**src/logic/tmmf_params.svh**
```systemverilog
// constants for the timer mode and channel-a match flag block
`ifndef TMMF_PARAMS_SVH
`define TMMF_PARAMS_SVH

`define TMMF_DATA_W        8
`define TMMF_ADDR_W        3
`define TMMF_CNT_W         16
`define TMMF_NCH           3
`define TMMF_IRQ_W         3

`define TMMF_OFF_MODE      3'h0
`define TMMF_OFF_STAT_A    3'h1
`define TMMF_OFF_IRQ_STAT  3'h2
`define TMMF_OFF_IRQ_CLR   3'h3
`define TMMF_OFF_IRQ_EN    3'h4
`define TMMF_OFF_CNT_HI    3'h5
`define TMMF_OFF_CNT_LO    3'h6

`define TMMF_MODE_RST      8'h98
`define TMMF_MODE_FIXED    8'h98
`define TMMF_STAT_A_RST    8'h88
`define TMMF_STAT_A_FIXED  8'h88

`define TMMF_PHASE_BIT     6
`define TMMF_FLAG_DIRECTION_BIT      5
`define TMMF_PWM_LSB       0
`define TMMF_EN_LSB        4
`define TMMF_FLAG_LSB      0

`define TMMF_IRQ_OVF_BIT   0
`define TMMF_IRQ_FLAG_BIT  1
`define TMMF_IRQ_DIR_BIT   2

`define TMMF_CNT_MAX       16'hffff
`define TMMF_CNT_ZERO      16'h0000
`define TMMF_CNT_ONE       16'h0001
`define TMMF_BYTE_ZERO     8'h00

`endif

```
**src/logic/tmmf_pkg.sv**
```systemverilog
// types shared by the timer mode and match flag block
`include "tmmf_params.svh"

package tmmf_pkg;

  typedef struct packed {
    logic                    wr;
    logic                    rd;
    logic [`TMMF_ADDR_W-1:0] addr;
    logic [`TMMF_DATA_W-1:0] wdata;
  } tmmf_bus_req_type;

  typedef struct packed {
    logic [`TMMF_NCH-1:0] match_a;
    logic [`TMMF_NCH-1:0] match_b;
    logic [`TMMF_NCH-1:0] capture_a;
    logic [`TMMF_NCH-1:0] a_is_capture;
  } tmmf_chan_evt_type;

endpackage : tmmf_pkg

```
**src/logic/tmmf_phase_decoder.sv**
```systemverilog
// two-pin phase decoder producing registered count steps for channel 2
`timescale 1ns/100ps
`include "tmmf_params.svh"

module tmmf_phase_decoder (
  // clock and reset
  input  wire logic clk_i,
  input  wire logic rst_n_i,
  input  wire logic ce_i,
  // pins
  input  wire logic pin_a_i,
  input  wire logic pin_b_i,
  // steps
  output logic      step_o,
  output logic      up_o
);

  logic a_meta_reg;
  logic a_sync_reg;
  logic a_prev_reg;
  logic b_meta_reg;
  logic b_sync_reg;
  logic b_prev_reg;
  logic step_reg;
  logic up_reg;
  logic step_next;
  logic up_next;

  always_ff @(posedge clk_i) begin
    if (!rst_n_i) begin
      a_meta_reg <= 1'b0;
      a_sync_reg <= 1'b0;
      b_meta_reg <= 1'b0;
      b_sync_reg <= 1'b0;
    end else if (ce_i) begin
      a_meta_reg <= pin_a_i;
      a_sync_reg <= a_meta_reg;
      b_meta_reg <= pin_b_i;
      b_sync_reg <= b_meta_reg;
    end
  end

  // both pins moving in one sample has no defined direction, so it is dropped
  always_comb begin
    step_next = (a_sync_reg ^ a_prev_reg) ^ (b_sync_reg ^ b_prev_reg);
    up_next   = a_prev_reg ^ b_sync_reg;
  end

  always_ff @(posedge clk_i) begin
    if (!rst_n_i) begin
      a_prev_reg <= 1'b0;
      b_prev_reg <= 1'b0;
      step_reg   <= 1'b0;
      up_reg     <= 1'b0;
    end else if (ce_i) begin
      a_prev_reg <= a_sync_reg;
      b_prev_reg <= b_sync_reg;
      step_reg   <= step_next;
      up_reg     <= up_next;
    end
  end

  assign step_o = step_reg;
  assign up_o   = up_reg;

  b_lead_up_a : assert property (
    @(posedge clk_i) disable iff (!rst_n_i)
    (ce_i && !a_prev_reg && !a_sync_reg && !b_prev_reg && b_sync_reg) |=> (step_o && up_o))
    else $error("rising b with a low did not step up");

  a_lead_down_a : assert property (
    @(posedge clk_i) disable iff (!rst_n_i)
    (ce_i && !a_prev_reg && a_sync_reg && !b_prev_reg && !b_sync_reg) |=> (step_o && !up_o))
    else $error("rising a with b low did not step down");

endmodule : tmmf_phase_decoder

```
**src/logic/tmmf_timer_core.sv**
```systemverilog
// timer mode register, channel-a match flags, channel 2 counter and pwm pins
`timescale 1ns/100ps
`include "tmmf_params.svh"

module tmmf_timer_core
  import tmmf_pkg::*;
(
  // clock, reset, enable, standby
  input  wire logic                      clk_i,
  input  wire logic                      rst_n_i,
  input  wire logic                      ce_i,
  input  wire logic                      standby_i,
  // register bus
  input  wire tmmf_bus_req_type          bus_req_i,
  output logic [`TMMF_DATA_W-1:0]        bus_rdata_o,
  // compare and capture events of channels 0 to 2
  input  wire tmmf_chan_evt_type         chan_evt_i,
  // channel 2 counting: start and clear in both modes, tick in normal mode
  input  wire logic                      start_ch2_i,
  input  wire logic                      count_tick_ch2_i,
  input  wire logic                      clear_ch2_i,
  // external clock pins
  input  wire logic                      ext_clock_pin_a_i,
  input  wire logic                      ext_clock_pin_b_i,
  // dma service of channel requests
  input  wire logic [`TMMF_NCH-1:0]      dma_ack_i,
  output logic [`TMMF_NCH-1:0]           match_a_request_o,
  // compare pins a
  output logic [`TMMF_NCH-1:0]           compare_pin_a_o,
  output logic [`TMMF_NCH-1:0]           compare_pin_a_oe_o,
  // channel 2 counter state
  output logic [`TMMF_CNT_W-1:0]         counter_ch2_o,
  output logic                           overflow_flag_set_o,
  // interrupt
  output logic                           irq_o
);

  function automatic logic hit(input logic strobe,
                               input logic [`TMMF_ADDR_W-1:0] addr,
                               input logic [`TMMF_ADDR_W-1:0] off);
    hit = strobe && (addr == off);
  endfunction : hit

  logic [`TMMF_DATA_W-1:0] mode_reg;
  logic [`TMMF_NCH-1:0]    irq_en_a_reg;
  logic [`TMMF_NCH-1:0]    flag_a_reg;
  logic [`TMMF_NCH-1:0]    flag_a_next;
  logic [`TMMF_NCH-1:0]    armed_reg;
  logic [`TMMF_NCH-1:0]    flag_set;
  logic [`TMMF_NCH-1:0]    sw_clear;
  logic [`TMMF_CNT_W-1:0]  counter_reg;
  logic [`TMMF_CNT_W-1:0]  counter_next;
  logic [`TMMF_DATA_W-1:0] rdata_reg;
  logic [`TMMF_DATA_W-1:0] rdata_next;
  logic [`TMMF_DATA_W-1:0] stat_a_view;
  logic [`TMMF_NCH-1:0]    pin_reg;
  logic [`TMMF_IRQ_W-1:0]  irq_stat_reg;
  logic [`TMMF_IRQ_W-1:0]  irq_en_reg;
  logic [`TMMF_IRQ_W-1:0]  irq_event;
  logic                    last_up_reg;
  logic                    ovf_set_reg;
  logic                    phase_mode;
  logic                    flag_dir;
  logic [`TMMF_NCH-1:0]    pwm_mode;
  logic                    step;
  logic                    step_up;
  logic                    inc;
  logic                    dec;
  logic                    overflow;
  logic                    underflow;
  logic                    wr_mode;
  logic                    wr_stat;
  logic                    rd_stat;
  logic                    wr_cnt_hi;
  logic                    wr_cnt_lo;
  logic                    init;

  // standby forces the same initial state as reset
  assign init       = !rst_n_i || standby_i;
  assign phase_mode = mode_reg[`TMMF_PHASE_BIT];
  assign flag_dir   = mode_reg[`TMMF_FLAG_DIRECTION_BIT];
  assign pwm_mode   = mode_reg[`TMMF_PWM_LSB +: `TMMF_NCH];

  assign wr_mode   = hit(bus_req_i.wr, bus_req_i.addr, `TMMF_OFF_MODE);
  assign wr_stat   = hit(bus_req_i.wr, bus_req_i.addr, `TMMF_OFF_STAT_A);
  assign rd_stat   = hit(bus_req_i.rd, bus_req_i.addr, `TMMF_OFF_STAT_A);
  assign wr_cnt_hi = hit(bus_req_i.wr, bus_req_i.addr, `TMMF_OFF_CNT_HI);
  assign wr_cnt_lo = hit(bus_req_i.wr, bus_req_i.addr, `TMMF_OFF_CNT_LO);

  tmmf_phase_decoder u_phase (
    .clk_i   (clk_i),
    .rst_n_i (!init),
    .ce_i    (ce_i),
    .pin_a_i (ext_clock_pin_a_i),
    .pin_b_i (ext_clock_pin_b_i),
    .step_o  (step),
    .up_o    (step_up)
  );

  // mode register; fixed bits are forced so writes cannot move them
  always_ff @(posedge clk_i) begin
    if (init) begin
      mode_reg <= `TMMF_MODE_RST;
    end else if (ce_i && wr_mode) begin
      mode_reg <= bus_req_i.wdata | `TMMF_MODE_FIXED;
    end
  end

  // channel 2 counter source: phase decoder in phase mode, the normal tick otherwise
  always_comb begin
    if (phase_mode) begin
      inc = start_ch2_i && step && step_up;
      dec = start_ch2_i && step && !step_up;
    end else begin
      inc = start_ch2_i && count_tick_ch2_i;
      dec = 1'b0;
    end
    overflow  = inc && (counter_reg == `TMMF_CNT_MAX);
    underflow = dec && (counter_reg == `TMMF_CNT_ZERO);
  end

  always_comb begin
    counter_next = counter_reg;
    if (clear_ch2_i) begin
      counter_next = `TMMF_CNT_ZERO;
    end else if (wr_cnt_hi) begin
      counter_next = {bus_req_i.wdata, counter_reg[`TMMF_DATA_W-1:0]};
    end else if (wr_cnt_lo) begin
      counter_next = {counter_reg[`TMMF_CNT_W-1:`TMMF_DATA_W], bus_req_i.wdata};
    end else if (inc) begin
      counter_next = counter_reg + `TMMF_CNT_ONE;
    end else if (dec) begin
      counter_next = counter_reg - `TMMF_CNT_ONE;
    end
  end

  always_ff @(posedge clk_i) begin
    if (init) begin
      counter_reg <= `TMMF_CNT_ZERO;
      ovf_set_reg <= 1'b0;
      last_up_reg <= 1'b1;
    end else if (ce_i) begin
      counter_reg <= counter_next;
      // the overflow flag itself sits in another register; we hand it the set pulse
      ovf_set_reg <= overflow || (underflow && !flag_dir);
      if (phase_mode && step) begin
        last_up_reg <= step_up;
      end
    end
  end

  assign counter_ch2_o       = counter_reg;
  assign overflow_flag_set_o = ovf_set_reg;

  // channel a flags: set wins over both clears
  always_comb begin
    for (int ch = 0; ch < `TMMF_NCH; ch++) begin
      flag_set[ch] = chan_evt_i.a_is_capture[ch] ? chan_evt_i.capture_a[ch]
                                                 : chan_evt_i.match_a[ch];
    end
    sw_clear    = armed_reg & ~bus_req_i.wdata[`TMMF_FLAG_LSB +: `TMMF_NCH]
                  & {`TMMF_NCH{wr_stat}};
    flag_a_next = flag_set | (flag_a_reg & ~(sw_clear | dma_ack_i));
  end

  always_ff @(posedge clk_i) begin
    if (init) begin
      flag_a_reg   <= '0;
      irq_en_a_reg <= '0;
    end else if (ce_i) begin
      flag_a_reg <= flag_a_next;
      if (wr_stat) begin
        irq_en_a_reg <= bus_req_i.wdata[`TMMF_EN_LSB +: `TMMF_NCH];
      end
    end
  end

  // a read arms only the flags seen at one; any later write of the register disarms
  always_ff @(posedge clk_i) begin
    if (init) begin
      armed_reg <= '0;
    end else if (ce_i) begin
      if (rd_stat) begin
        armed_reg <= flag_a_reg;
      end else if (wr_stat) begin
        armed_reg <= '0;
      end
    end
  end

  assign match_a_request_o = flag_a_reg & irq_en_a_reg;

  // pwm pins; with both matches in one cycle match a wins
  always_ff @(posedge clk_i) begin
    if (init) begin
      pin_reg <= '0;
    end else if (ce_i) begin
      for (int ch = 0; ch < `TMMF_NCH; ch++) begin
        if (!pwm_mode[ch]) begin
          pin_reg[ch] <= 1'b0;
        end else if (chan_evt_i.match_a[ch]) begin
          pin_reg[ch] <= 1'b1;
        end else if (chan_evt_i.match_b[ch]) begin
          pin_reg[ch] <= 1'b0;
        end
      end
    end
  end

  assign compare_pin_a_o    = pin_reg;
  assign compare_pin_a_oe_o = pwm_mode;

  // block interrupt: sticky events, write-one clear, enable mask
  always_comb begin
    irq_event                     = '0;
    irq_event[`TMMF_IRQ_OVF_BIT]  = overflow || (underflow && !flag_dir);
    irq_event[`TMMF_IRQ_FLAG_BIT] = |flag_set;
    irq_event[`TMMF_IRQ_DIR_BIT]  = phase_mode && step && (step_up != last_up_reg);
  end

  always_ff @(posedge clk_i) begin
    if (init) begin
      irq_stat_reg <= '0;
      irq_en_reg   <= '0;
    end else if (ce_i) begin
      if (hit(bus_req_i.wr, bus_req_i.addr, `TMMF_OFF_IRQ_CLR)) begin
        irq_stat_reg <= irq_event
                        | (irq_stat_reg & ~bus_req_i.wdata[`TMMF_IRQ_W-1:0]);
      end else begin
        irq_stat_reg <= irq_event | irq_stat_reg;
      end
      if (hit(bus_req_i.wr, bus_req_i.addr, `TMMF_OFF_IRQ_EN)) begin
        irq_en_reg <= bus_req_i.wdata[`TMMF_IRQ_W-1:0];
      end
    end
  end

  assign irq_o = |(irq_stat_reg & irq_en_reg);

  // read path; unmapped and write-only offsets read as zero
  always_comb begin
    stat_a_view = `TMMF_STAT_A_FIXED;
    stat_a_view[`TMMF_EN_LSB +: `TMMF_NCH]   = irq_en_a_reg;
    stat_a_view[`TMMF_FLAG_LSB +: `TMMF_NCH] = flag_a_reg;
    rdata_next = `TMMF_BYTE_ZERO;
    case (bus_req_i.addr)
      `TMMF_OFF_MODE: begin
        rdata_next = mode_reg | `TMMF_MODE_FIXED;
      end
      `TMMF_OFF_STAT_A: begin
        rdata_next = stat_a_view;
      end
      `TMMF_OFF_IRQ_STAT: begin
        rdata_next[`TMMF_IRQ_W-1:0] = irq_stat_reg;
      end
      `TMMF_OFF_IRQ_EN: begin
        rdata_next[`TMMF_IRQ_W-1:0] = irq_en_reg;
      end
      `TMMF_OFF_CNT_HI: begin
        rdata_next = counter_reg[`TMMF_CNT_W-1:`TMMF_DATA_W];
      end
      `TMMF_OFF_CNT_LO: begin
        rdata_next = counter_reg[`TMMF_DATA_W-1:0];
      end
      default: begin
        rdata_next = `TMMF_BYTE_ZERO;
      end
    endcase
  end

  always_ff @(posedge clk_i) begin
    if (init) begin
      rdata_reg <= `TMMF_BYTE_ZERO;
    end else if (ce_i) begin
      rdata_reg <= bus_req_i.rd ? rdata_next : `TMMF_BYTE_ZERO;
    end
  end

  assign bus_rdata_o = rdata_reg;

  mode_init_a : assert property (
    @(posedge clk_i)
    (rst_n_i && standby_i) |=> (mode_reg == `TMMF_MODE_RST))
    else $error("mode register not initialised by standby");

  stat_init_a : assert property (
    @(posedge clk_i)
    (!rst_n_i || standby_i) |=> (flag_a_reg == '0 && irq_en_a_reg == '0))
    else $error("status a not initialised");

  mode_fixed_a : assert property (
    @(posedge clk_i) disable iff (init)
    (ce_i && bus_req_i.rd && bus_req_i.addr == `TMMF_OFF_MODE)
      |=> ((bus_rdata_o & `TMMF_MODE_FIXED) == `TMMF_MODE_FIXED))
    else $error("mode fixed bits did not read as one");

  up_count_a : assert property (
    @(posedge clk_i) disable iff (init)
    (ce_i && phase_mode && start_ch2_i && step && step_up && !clear_ch2_i
      && !wr_cnt_hi && !wr_cnt_lo)
      |=> (counter_reg == `TMMF_CNT_W'($past(counter_reg) + `TMMF_CNT_ONE)))
    else $error("phase step up did not increment counter");

  tick_ignored_a : assert property (
    @(posedge clk_i) disable iff (init)
    (ce_i && phase_mode && !step && count_tick_ch2_i && !clear_ch2_i
      && !wr_cnt_hi && !wr_cnt_lo) |=> $stable(counter_reg))
    else $error("prescaler tick moved counter in phase mode");

  ovf_dir_a : assert property (
    @(posedge clk_i) disable iff (init)
    (ce_i && underflow) |=> (overflow_flag_set_o == !$past(flag_dir)))
    else $error("underflow flag set disagrees with direction bit");

  ovf_wrap_a : assert property (
    @(posedge clk_i) disable iff (init)
    (ce_i && overflow && !clear_ch2_i && !wr_cnt_hi && !wr_cnt_lo)
      |=> (counter_reg == `TMMF_CNT_ZERO && overflow_flag_set_o))
    else $error("overflow did not wrap and flag");

  clear_phase_a : assert property (
    @(posedge clk_i) disable iff (init)
    (ce_i && phase_mode && clear_ch2_i) |=> (counter_reg == `TMMF_CNT_ZERO))
    else $error("clear ignored in phase mode");

  for (genvar g = 0; g < `TMMF_NCH; g++) begin : g_chk
    flag_set_a : assert property (
      @(posedge clk_i) disable iff (init)
      (ce_i && flag_set[g]) |=> (flag_a_reg[g] ##1 (flag_a_reg[g] || !$past(ce_i)
        || $past(dma_ack_i[g]) || $past(wr_stat))))
      else $error("match or capture event did not set flag");

    req_follow_a : assert property (
      @(posedge clk_i) disable iff (init)
      (ce_i && flag_set[g] && irq_en_a_reg[g] && !wr_stat) |=> match_a_request_o[g])
      else $error("enabled flag set did not raise request");

    write_one_a : assert property (
      @(posedge clk_i) disable iff (init)
      (ce_i && flag_a_reg[g] && wr_stat && bus_req_i.wdata[g] && !dma_ack_i[g])
        |=> flag_a_reg[g])
      else $error("writing one cleared a flag");

    read_clear_a : assert property (
      @(posedge clk_i) disable iff (init)
      (ce_i && rd_stat && flag_a_reg[g] && !flag_set[g])
        ##1 (ce_i && wr_stat && !bus_req_i.wdata[g] && !flag_set[g]) |=> !flag_a_reg[g])
      else $error("read then write zero did not clear flag");

    noread_keep_a : assert property (
      @(posedge clk_i) disable iff (init)
      (ce_i && flag_a_reg[g] && !armed_reg[g] && !dma_ack_i[g]) |=> flag_a_reg[g])
      else $error("flag cleared without prior read");

    dma_clear_a : assert property (
      @(posedge clk_i) disable iff (init)
      (ce_i && dma_ack_i[g] && !flag_set[g]) |=> !flag_a_reg[g])
      else $error("dma service did not clear flag");

    pwm_high_a : assert property (
      @(posedge clk_i) disable iff (init)
      (ce_i && pwm_mode[g] && chan_evt_i.match_a[g] && !wr_mode)
        |=> (compare_pin_a_o[g] && compare_pin_a_oe_o[g]))
      else $error("pwm pin not high after match a");
  end

endmodule : tmmf_timer_core

```
**config.mk**
```make
export PLATFORM = sky130hd
export DESIGN_NAME = tmmf_timer_core
export DESIGN_NICKNAME = d
export VERILOG_FILES = /design/src/logic/tmmf_pkg.sv /design/src/logic/tmmf_phase_decoder.sv /design/src/logic/tmmf_timer_core.sv
export VERILOG_INCLUDE_DIRS = /design/src /design/src/logic
export SDC_FILE = /design/constraint.sdc
export NUM_CORES = 1
export LEC_CHECK = 0
export ABC_AREA = 1
export BUFFER_PORTS_ARGS = -buffer_cell sky130_fd_sc_hd__buf_4
export CAP_MARGIN = 30
export CORE_UTILIZATION = 45
export DETAILED_ROUTE_END_ITERATION = 16
export HOLD_SLACK_MARGIN = 0.05
export PLACE_DENSITY_LB_ADDON = 0.08
export SLEW_MARGIN = 10
export SYNTH_ARGS = -nofsm -noshare
export SYNTH_HDL_FRONTEND = slang
export SYNTH_SLANG_ARGS = --single-unit
export TNS_END_PERCENT = 10
```
**constraint.sdc**
```tcl
create_clock -name clk_i -period 2.4 [get_ports clk_i]
set_input_delay 0.24 -clock clk_i [delete_from_list [all_inputs] [get_ports clk_i]]
set_output_delay 0.24 -clock clk_i [all_outputs]
set_load 0.1 [all_outputs]
```
== Word-level counts from Yosys, hierarchy flattened ==
Cells that the tools add are included.

* Word-level logic and storage cells: 116
* Output and inout port bits: 35
* Input port bits: 37
* Flip-flop bits (word level): 57

* Reduce and logical (&&, ||, !) cells: 38
* Multiplexer cells: 25
* Add/sub/neg operators: 2
* Bitwise logic cells: 16
* Eq/ne operators: 13

{| class="wikitable"
|+ Operators with widths
! kind !! number
|-
| $mux 16 || 5
|-
| $pmux 5 s4 || 1
|-
| $and 3x3->3 || 6
|-
| $pmux 3 s6 || 1
|-
| $logic_and 1x1->1 || 17
|-
| $add 16x1->16 const B || 1
|-
| $eq 16x16->1 const B || 1
|-
| $logic_not 16->1 || 1
|-
| $sub 16x1->16 const B || 1
|-
| $mux 1 || 14
|-
| $reduce_and 2->1 || 7
|-
| $ne 3x3->1 const B || 4
|-
| $or 3x3->3 || 4
|-
| $eq 3x3->1 const B || 3
|-
| $mux 3 || 3
|-
| $mux 8 || 1
|-
| $reduce_bool 4->1 || 2
|-
| $eq 3x2->1 const B || 2
|-
| $not 3->3 || 2
|-
| $reduce_and 3->1 || 2
|-
| $reduce_or 3->1 || 2
|-
| $xor 1x1->1 || 4
|-
| $eq 3x1->1 const B || 1
|-
| $logic_not 1->1 || 3
|-
| other kinds (5) || 6
|}

== Depth between registers and ports, before layout ==
* Depth after elaboration: 8
* Depth in mapped cells: 16
* Gate-level depth less buffers: 16

== Cells and area by module ==
A second synthesis with hierarchy kept.

* Cells, all modules: 618
* Area total of the unflattened synthesis: 3910.0 um^2

{| class="wikitable"
|+ Modules (own cells, without submodules)
! module !! seq. area each (um^2) !! area each (um^2) !! instances !! cells an instance
|-
| tmmf_timer_core || 980.9 || 3550.9 || 1 || 565
|-
| tmmf_phase_decoder || 160.2 || 359.1 || 1 || 53
|}

== Least setup slack after synthesis ==
Ideal clock, no wire load.

* Kind: flip-flop to flip-flop
* Start: register counter_reg[1] (netlist: counter_ch2_o[1])
* End: register counter_reg[12] (netlist: counter_ch2_o[12])
* Arrival: 2.251 ns
* Period minus slack after synthesis: 2.323 ns
* Library setup time: 0.072 ns
* Buffers on the path: 0
* Cell stages (with the launch flop): 14
* Path slack: 0.077 ns
* Data required time: 2.328 ns
* Cells stage by stage: dfxtp_1 -> nand3_1 -> nand2_1 -> inv_1 -> ha_1 -> inv_1 -> nand2_1 -> nand2_1 -> o21ai_2 -> nand3_1 -> nand2_1 -> nand2_1 -> nand3_1 -> a21oi_1

* Word-level cells in the longest chain between the ends: 6
* Elaborated cells between the ends (all ways): 7
* Classes of those cells: add/sub (2); mux (5)

{| class="wikitable"
|+ Ends and longest elaborated chain
! what !! RTL line !! RTL
|-
| from (decl) || tmmf_timer_core.sv:51 || <nowiki>logic [`TMMF_CNT_W-1:0] counter_reg;</nowiki>
|-
| from (signal assigned) || tmmf_timer_core.sv:139 || <nowiki>counter_reg <= `TMMF_CNT_ZERO;</nowiki>
|-
| from (signal assigned) || tmmf_timer_core.sv:143 || <nowiki>counter_reg <= counter_next;</nowiki>
|-
| $sub 16x1->16 (no source line) || -- ||
|-
| $mux 16 || tmmf_timer_core.sv:132 || <nowiki>end else if (dec) begin</nowiki>
|-
| $mux 16 (*) || tmmf_timer_core.sv:130 || <nowiki>end else if (inc) begin</nowiki>
|-
| $mux 16 (*) || tmmf_timer_core.sv:128 || <nowiki>end else if (wr_cnt_lo) begin</nowiki>
|-
| $mux 16 (*) || tmmf_timer_core.sv:126 || <nowiki>end else if (wr_cnt_hi) begin</nowiki>
|-
| $mux 16 (*) || tmmf_timer_core.sv:124 || <nowiki>if (clear_ch2_i) begin</nowiki>
|}

Mark *: on every way between the ends. The rest lies on a longest branch, timed or not. The select of a mux whose other input is x is not followed.
A chain may end at the register's enable or synchronous reset.

== Final worst setup path ==
* Start: register u_phase.up_reg (netlist: u_phase.up_o)
* End: register counter_reg[13] (netlist: counter_ch2_o[13])

* Word-level cells in the longest chain between the ends: 6
* Elaborated cells between the ends (all ways): 11
* Classes of those cells: mux (6); reduce/logical (5)

{| class="wikitable"
|+ Ends and longest elaborated chain
! what !! RTL line !! RTL
|-
| from (decl) || tmmf_phase_decoder.sv:25 || <nowiki>logic up_reg;</nowiki>
|-
| from (signal assigned) || tmmf_phase_decoder.sv:59 || <nowiki>up_reg <= up_next;</nowiki>
|-
| $logic_and 1x1->1 || tmmf_timer_core.sv:112 || <nowiki>inc = start_ch2_i && step && step_up;</nowiki>
|-
| $mux 1 || tmmf_timer_core.sv:111 || <nowiki>if (phase_mode) begin</nowiki>
|-
| $mux 16 || tmmf_timer_core.sv:130 ||
|-
| $mux 16 || tmmf_timer_core.sv:128 ||
|-
| $mux 16 || tmmf_timer_core.sv:126 ||
|-
| $mux 16 || tmmf_timer_core.sv:124 ||
|}

Parallel ways exist; a longest one is shown, timed or not. The select of a mux whose other input is x is not followed.

==> results.sh <==
export IMPL_worstPathRequired_ns=2.66
export IMPL_r2r_cells=13
export IMPL_finClkSkew_ns=0.0156
export IMPL_syn2layout_area_growth_pct=22.5
export IMPL_netlist_top_cells_area="dfxtp_1 31%, nand2_1 17%, a21oi_1 9.3%, inv_1 7.3%, nand3_1 6.1%"
export IMPL_vias=4286
export IMPL_io_buffer_count=71
export IMPL_timing_fmax_mhz=472
export IMPL_synth_largest_area_cell="dfxtp_1"
export IMPL_first_pass_iters=5
export IMPL_nNetsFinal=700
export IMPL_whs_endpoint="u_phase.b_meta_reg"
export IMPL_synth_avg_cell_area_um2=6.23
export IMPL_async_flop_share_pct=0
export IMPL_routed_top_layer="met4"
export IMPL_finalSetupViolCount=0
export IMPL_wl_met3_um=815
export IMPL_r2r_start="u_phase.up_o"
export IMPL_multi_input_area_um2=2140
export IMPL_grt_pass1_vias=4060
export IMPL_regToRegSetupSlack_ns=0.28
export IMPL_critical_path_max_stage_delay_ns=0.39
export IMPL_worstPathArrival_ns=2.39
export IMPL_place_congestion=0.918
export IMPL_nFillCells=815
export IMPL_max_cap_violations=0
export IMPL_yosysWarnings=0
export IMPL_synth_flop_cell="dfxtp_1"
export IMPL_hpwl_um=9080
export IMPL_drt_vias_per_instance=5.59
export IMPL_cts_tree="done"
export IMPL_final_hold_viol_count=0
export IMPL_min_path_cells=3
export IMPL_holdCritPathClass="in -> reg"
export IMPL_slew_headroom_pct=55.7
export IMPL_clock_path_buffers=2
export IMPL_cp_depth=13
export IMPL_setup_slack_ns=0.279
export IMPL_path_clk_slew_ns=0.07
export IMPL_clock_sinks=57
export IMPL_postRouteWirelength_um=11800
export IMPL_num_io_pins=72
export IMPL_crit_path_end_kind="register"
export IMPL_tns_ns=0
export IMPL_place_ws_ns=0.318
export IMPL_antenna_left=0
export IMPL_met1Wirelength_um=5120
export IMPL_min_period_over_period_pct=88.4
export IMPL_ys_types=39
export IMPL_hp_start="ext_clock_pin_b_i"
export IMPL_fp_dieH_um=92.4
export IMPL_antenna_found_initial=0
export IMPL_ys_ff_latch=57
export IMPL_hold_buffers=0
export IMPL_yosys_area_top_type_share_pct=31.1
export IMPL_cp_start_kind="register"
export IMPL_tightestPinTransition_ns=0.663
export IMPL_regArea_um2=1140
export IMPL_diodes=0
export IMPL_grt_pass1_wl_um=19600
export IMPL_num_rows=32
export IMPL_ir_drop_uv=339
export IMPL_postSynthCellCount=590
export IMPL_grt_max_degree=38
export IMPL_period_minus_slack_ns=2.12
export IMPL_met2_length_um=5570
export IMPL_leakagePower_nw=2.06
export IMPL_r2r_end="counter_ch2_o[13]"
export IMPL_overflow=0
export IMPL_drive_gt1_share_pct=18.0
export IMPL_cp_cell_sequence="nand3_1, nand2_1, nand2_1, buf_4, nand2_1, nand2_1, nor2_1, nand3_1, nor2_1, nand2_1, nand3_1, nand3_1, a21oi_1"
export IMPL_yosysSeqAreaShare_pct=31.1
export IMPL_crit_family="simple AND/OR/NAND/NOR gates"
export IMPL_cp_max_fo=10
export IMPL_synthTopCellsByCount="166 x nand2_1, 71 x inv_1, 68 x a21oi_1"
export IMPL_largest_reg_flops=16
export IMPL_cts_max_level=3
export IMPL_cts_made_buffers=9
export IMPL_coreArea_um2=7810
export IMPL_synth_most_common_cell="nand2_1"
export IMPL_start_util_pct=47.1
export IMPL_drc=0
export IMPL_insertion_delay_ns=0.34
export IMPL_critPathSlowestCell="dfxtp_1"
export IMPL_rsz0062_at_grt="false"
export IMPL_crit_type="reg -> reg"
export IMPL_syn_area_um2=3670
export IMPL_track_usage_pct=29.4
export IMPL_drv_slew=0
export IMPL_crit_buf_inv=1
export IMPL_cp_common_cell="nand2_1"
export IMPL_synth_edf_count=0
export IMPL_wl_per_cell_um=15.4
export IMPL_p_per_area_nw_per_um2=551
export IMPL_fp_dieArea_um2=8530
export IMPL_drtIter0Drc=227
export IMPL_synth_fp_nets=630
export IMPL_status="finished, final reports clean"
export IMPL_die_x_um=92.4
export IMPL_cts_root_buf="clkbuf_8"
how the worst max path moves through the flow:
| stage | slack, ns | from | to |
|---|---|---|---|
| 2_1_floorplan | 0.08 | counter_ch2_o[1] | counter_ch2_o[12] |
| 3_3_place_gp | 0.30 | u_phase.up_o | counter_ch2_o[14] |
| 3_5_place_dp | 0.32 | u_phase.step_o | counter_ch2_o[14] |
| 4_1_cts | 0.27 | u_phase.up_o | counter_ch2_o[14] |
| 5_1_grt | 0.06 | u_phase.step_o | counter_ch2_o[14] |
| 6_report | 0.28 | u_phase.up_o | counter_ch2_o[13] |
layer usage:
layer / track usage [%] / vias to the layer above
met5: 0 / -
met4: 10.2 / 0
met3: 4.68 / 26
met2: 49.5 / 196
met1: 38.0 / 1959
li1: - / 2105
where the power goes:
part	internal [mW]	switching (mW)
clock network	0.509	0.421
logic	0.175	0.384
registers	0.964	0.0277
layout by cell type, fill, tap and decap left out, drive strengths merged, types with 4 or more instances in the layout:
cell / count
dfxtp: 57
nand3: 46
o31ai: 4
o2111ai: 4
inv: 79
nor2: 43
clkinv: 4
clkbuf: 10
nand2: 171
a41oi: 4
a31oi: 5
nand4: 7
buf: 78
o211ai: 4
xor2: 5
o21ai: 43
nor3: 7
a21oi: 68
o22ai: 4
cell families after synthesis:
logic type	share of synthesized area (%)
XOR/XNOR	1.67
buffers and inverters	11.0
AO/OA/AOI/OAI	22.7
AND/OR/NAND/NOR	32.5
adder cells (fa/ha/maj)	1.02
flip-flops	31.1
metrics by stage:
step                      hold slack (ns)  cell area (µm²)  power [mW]  instances  utilization, %
final                               0.155             4500        2.48        767            57.6
after global routing                0.171             4500        2.60        767            57.6
after CTS                           0.139             4490        2.49        767            57.5
after detailed placement            0.453             4280        1.56        751            54.9
after global placement              0.449             4280        1.56        751            54.9
after floorplan                     0.375             3670        1.39        590               -
final cells by class:
type	count	share of cell area [%]
multi-input cells	434	47.6
inverters	80	6.67
well taps	102	2.84
flip-flops and latches	57	25.4
clock buffers	10	3.06
clock inverters	6	1.50
repair buffers	78	13.0
worst reg2reg max path, cell delays in order (launching register included):
cell     delay [ns]
dfxtp_1        0.39
nand3_1        0.09
nand2_1        0.08
nand2_1        0.25
buf_4          0.28
nand2_1        0.06
nand2_1        0.09
nor2_1         0.18
nand3_1        0.13
nor2_1         0.11
nand2_1        0.09
nand3_1        0.09
nand3_1        0.08
a21oi_1        0.13
repair_timing:
action                     in CTS  in global routing
resized for setup               0                  1
setup buffers                   0                  0
setup endpoints to repair       0                  1
Note: power is estimated with default switching activity, not from simulation.
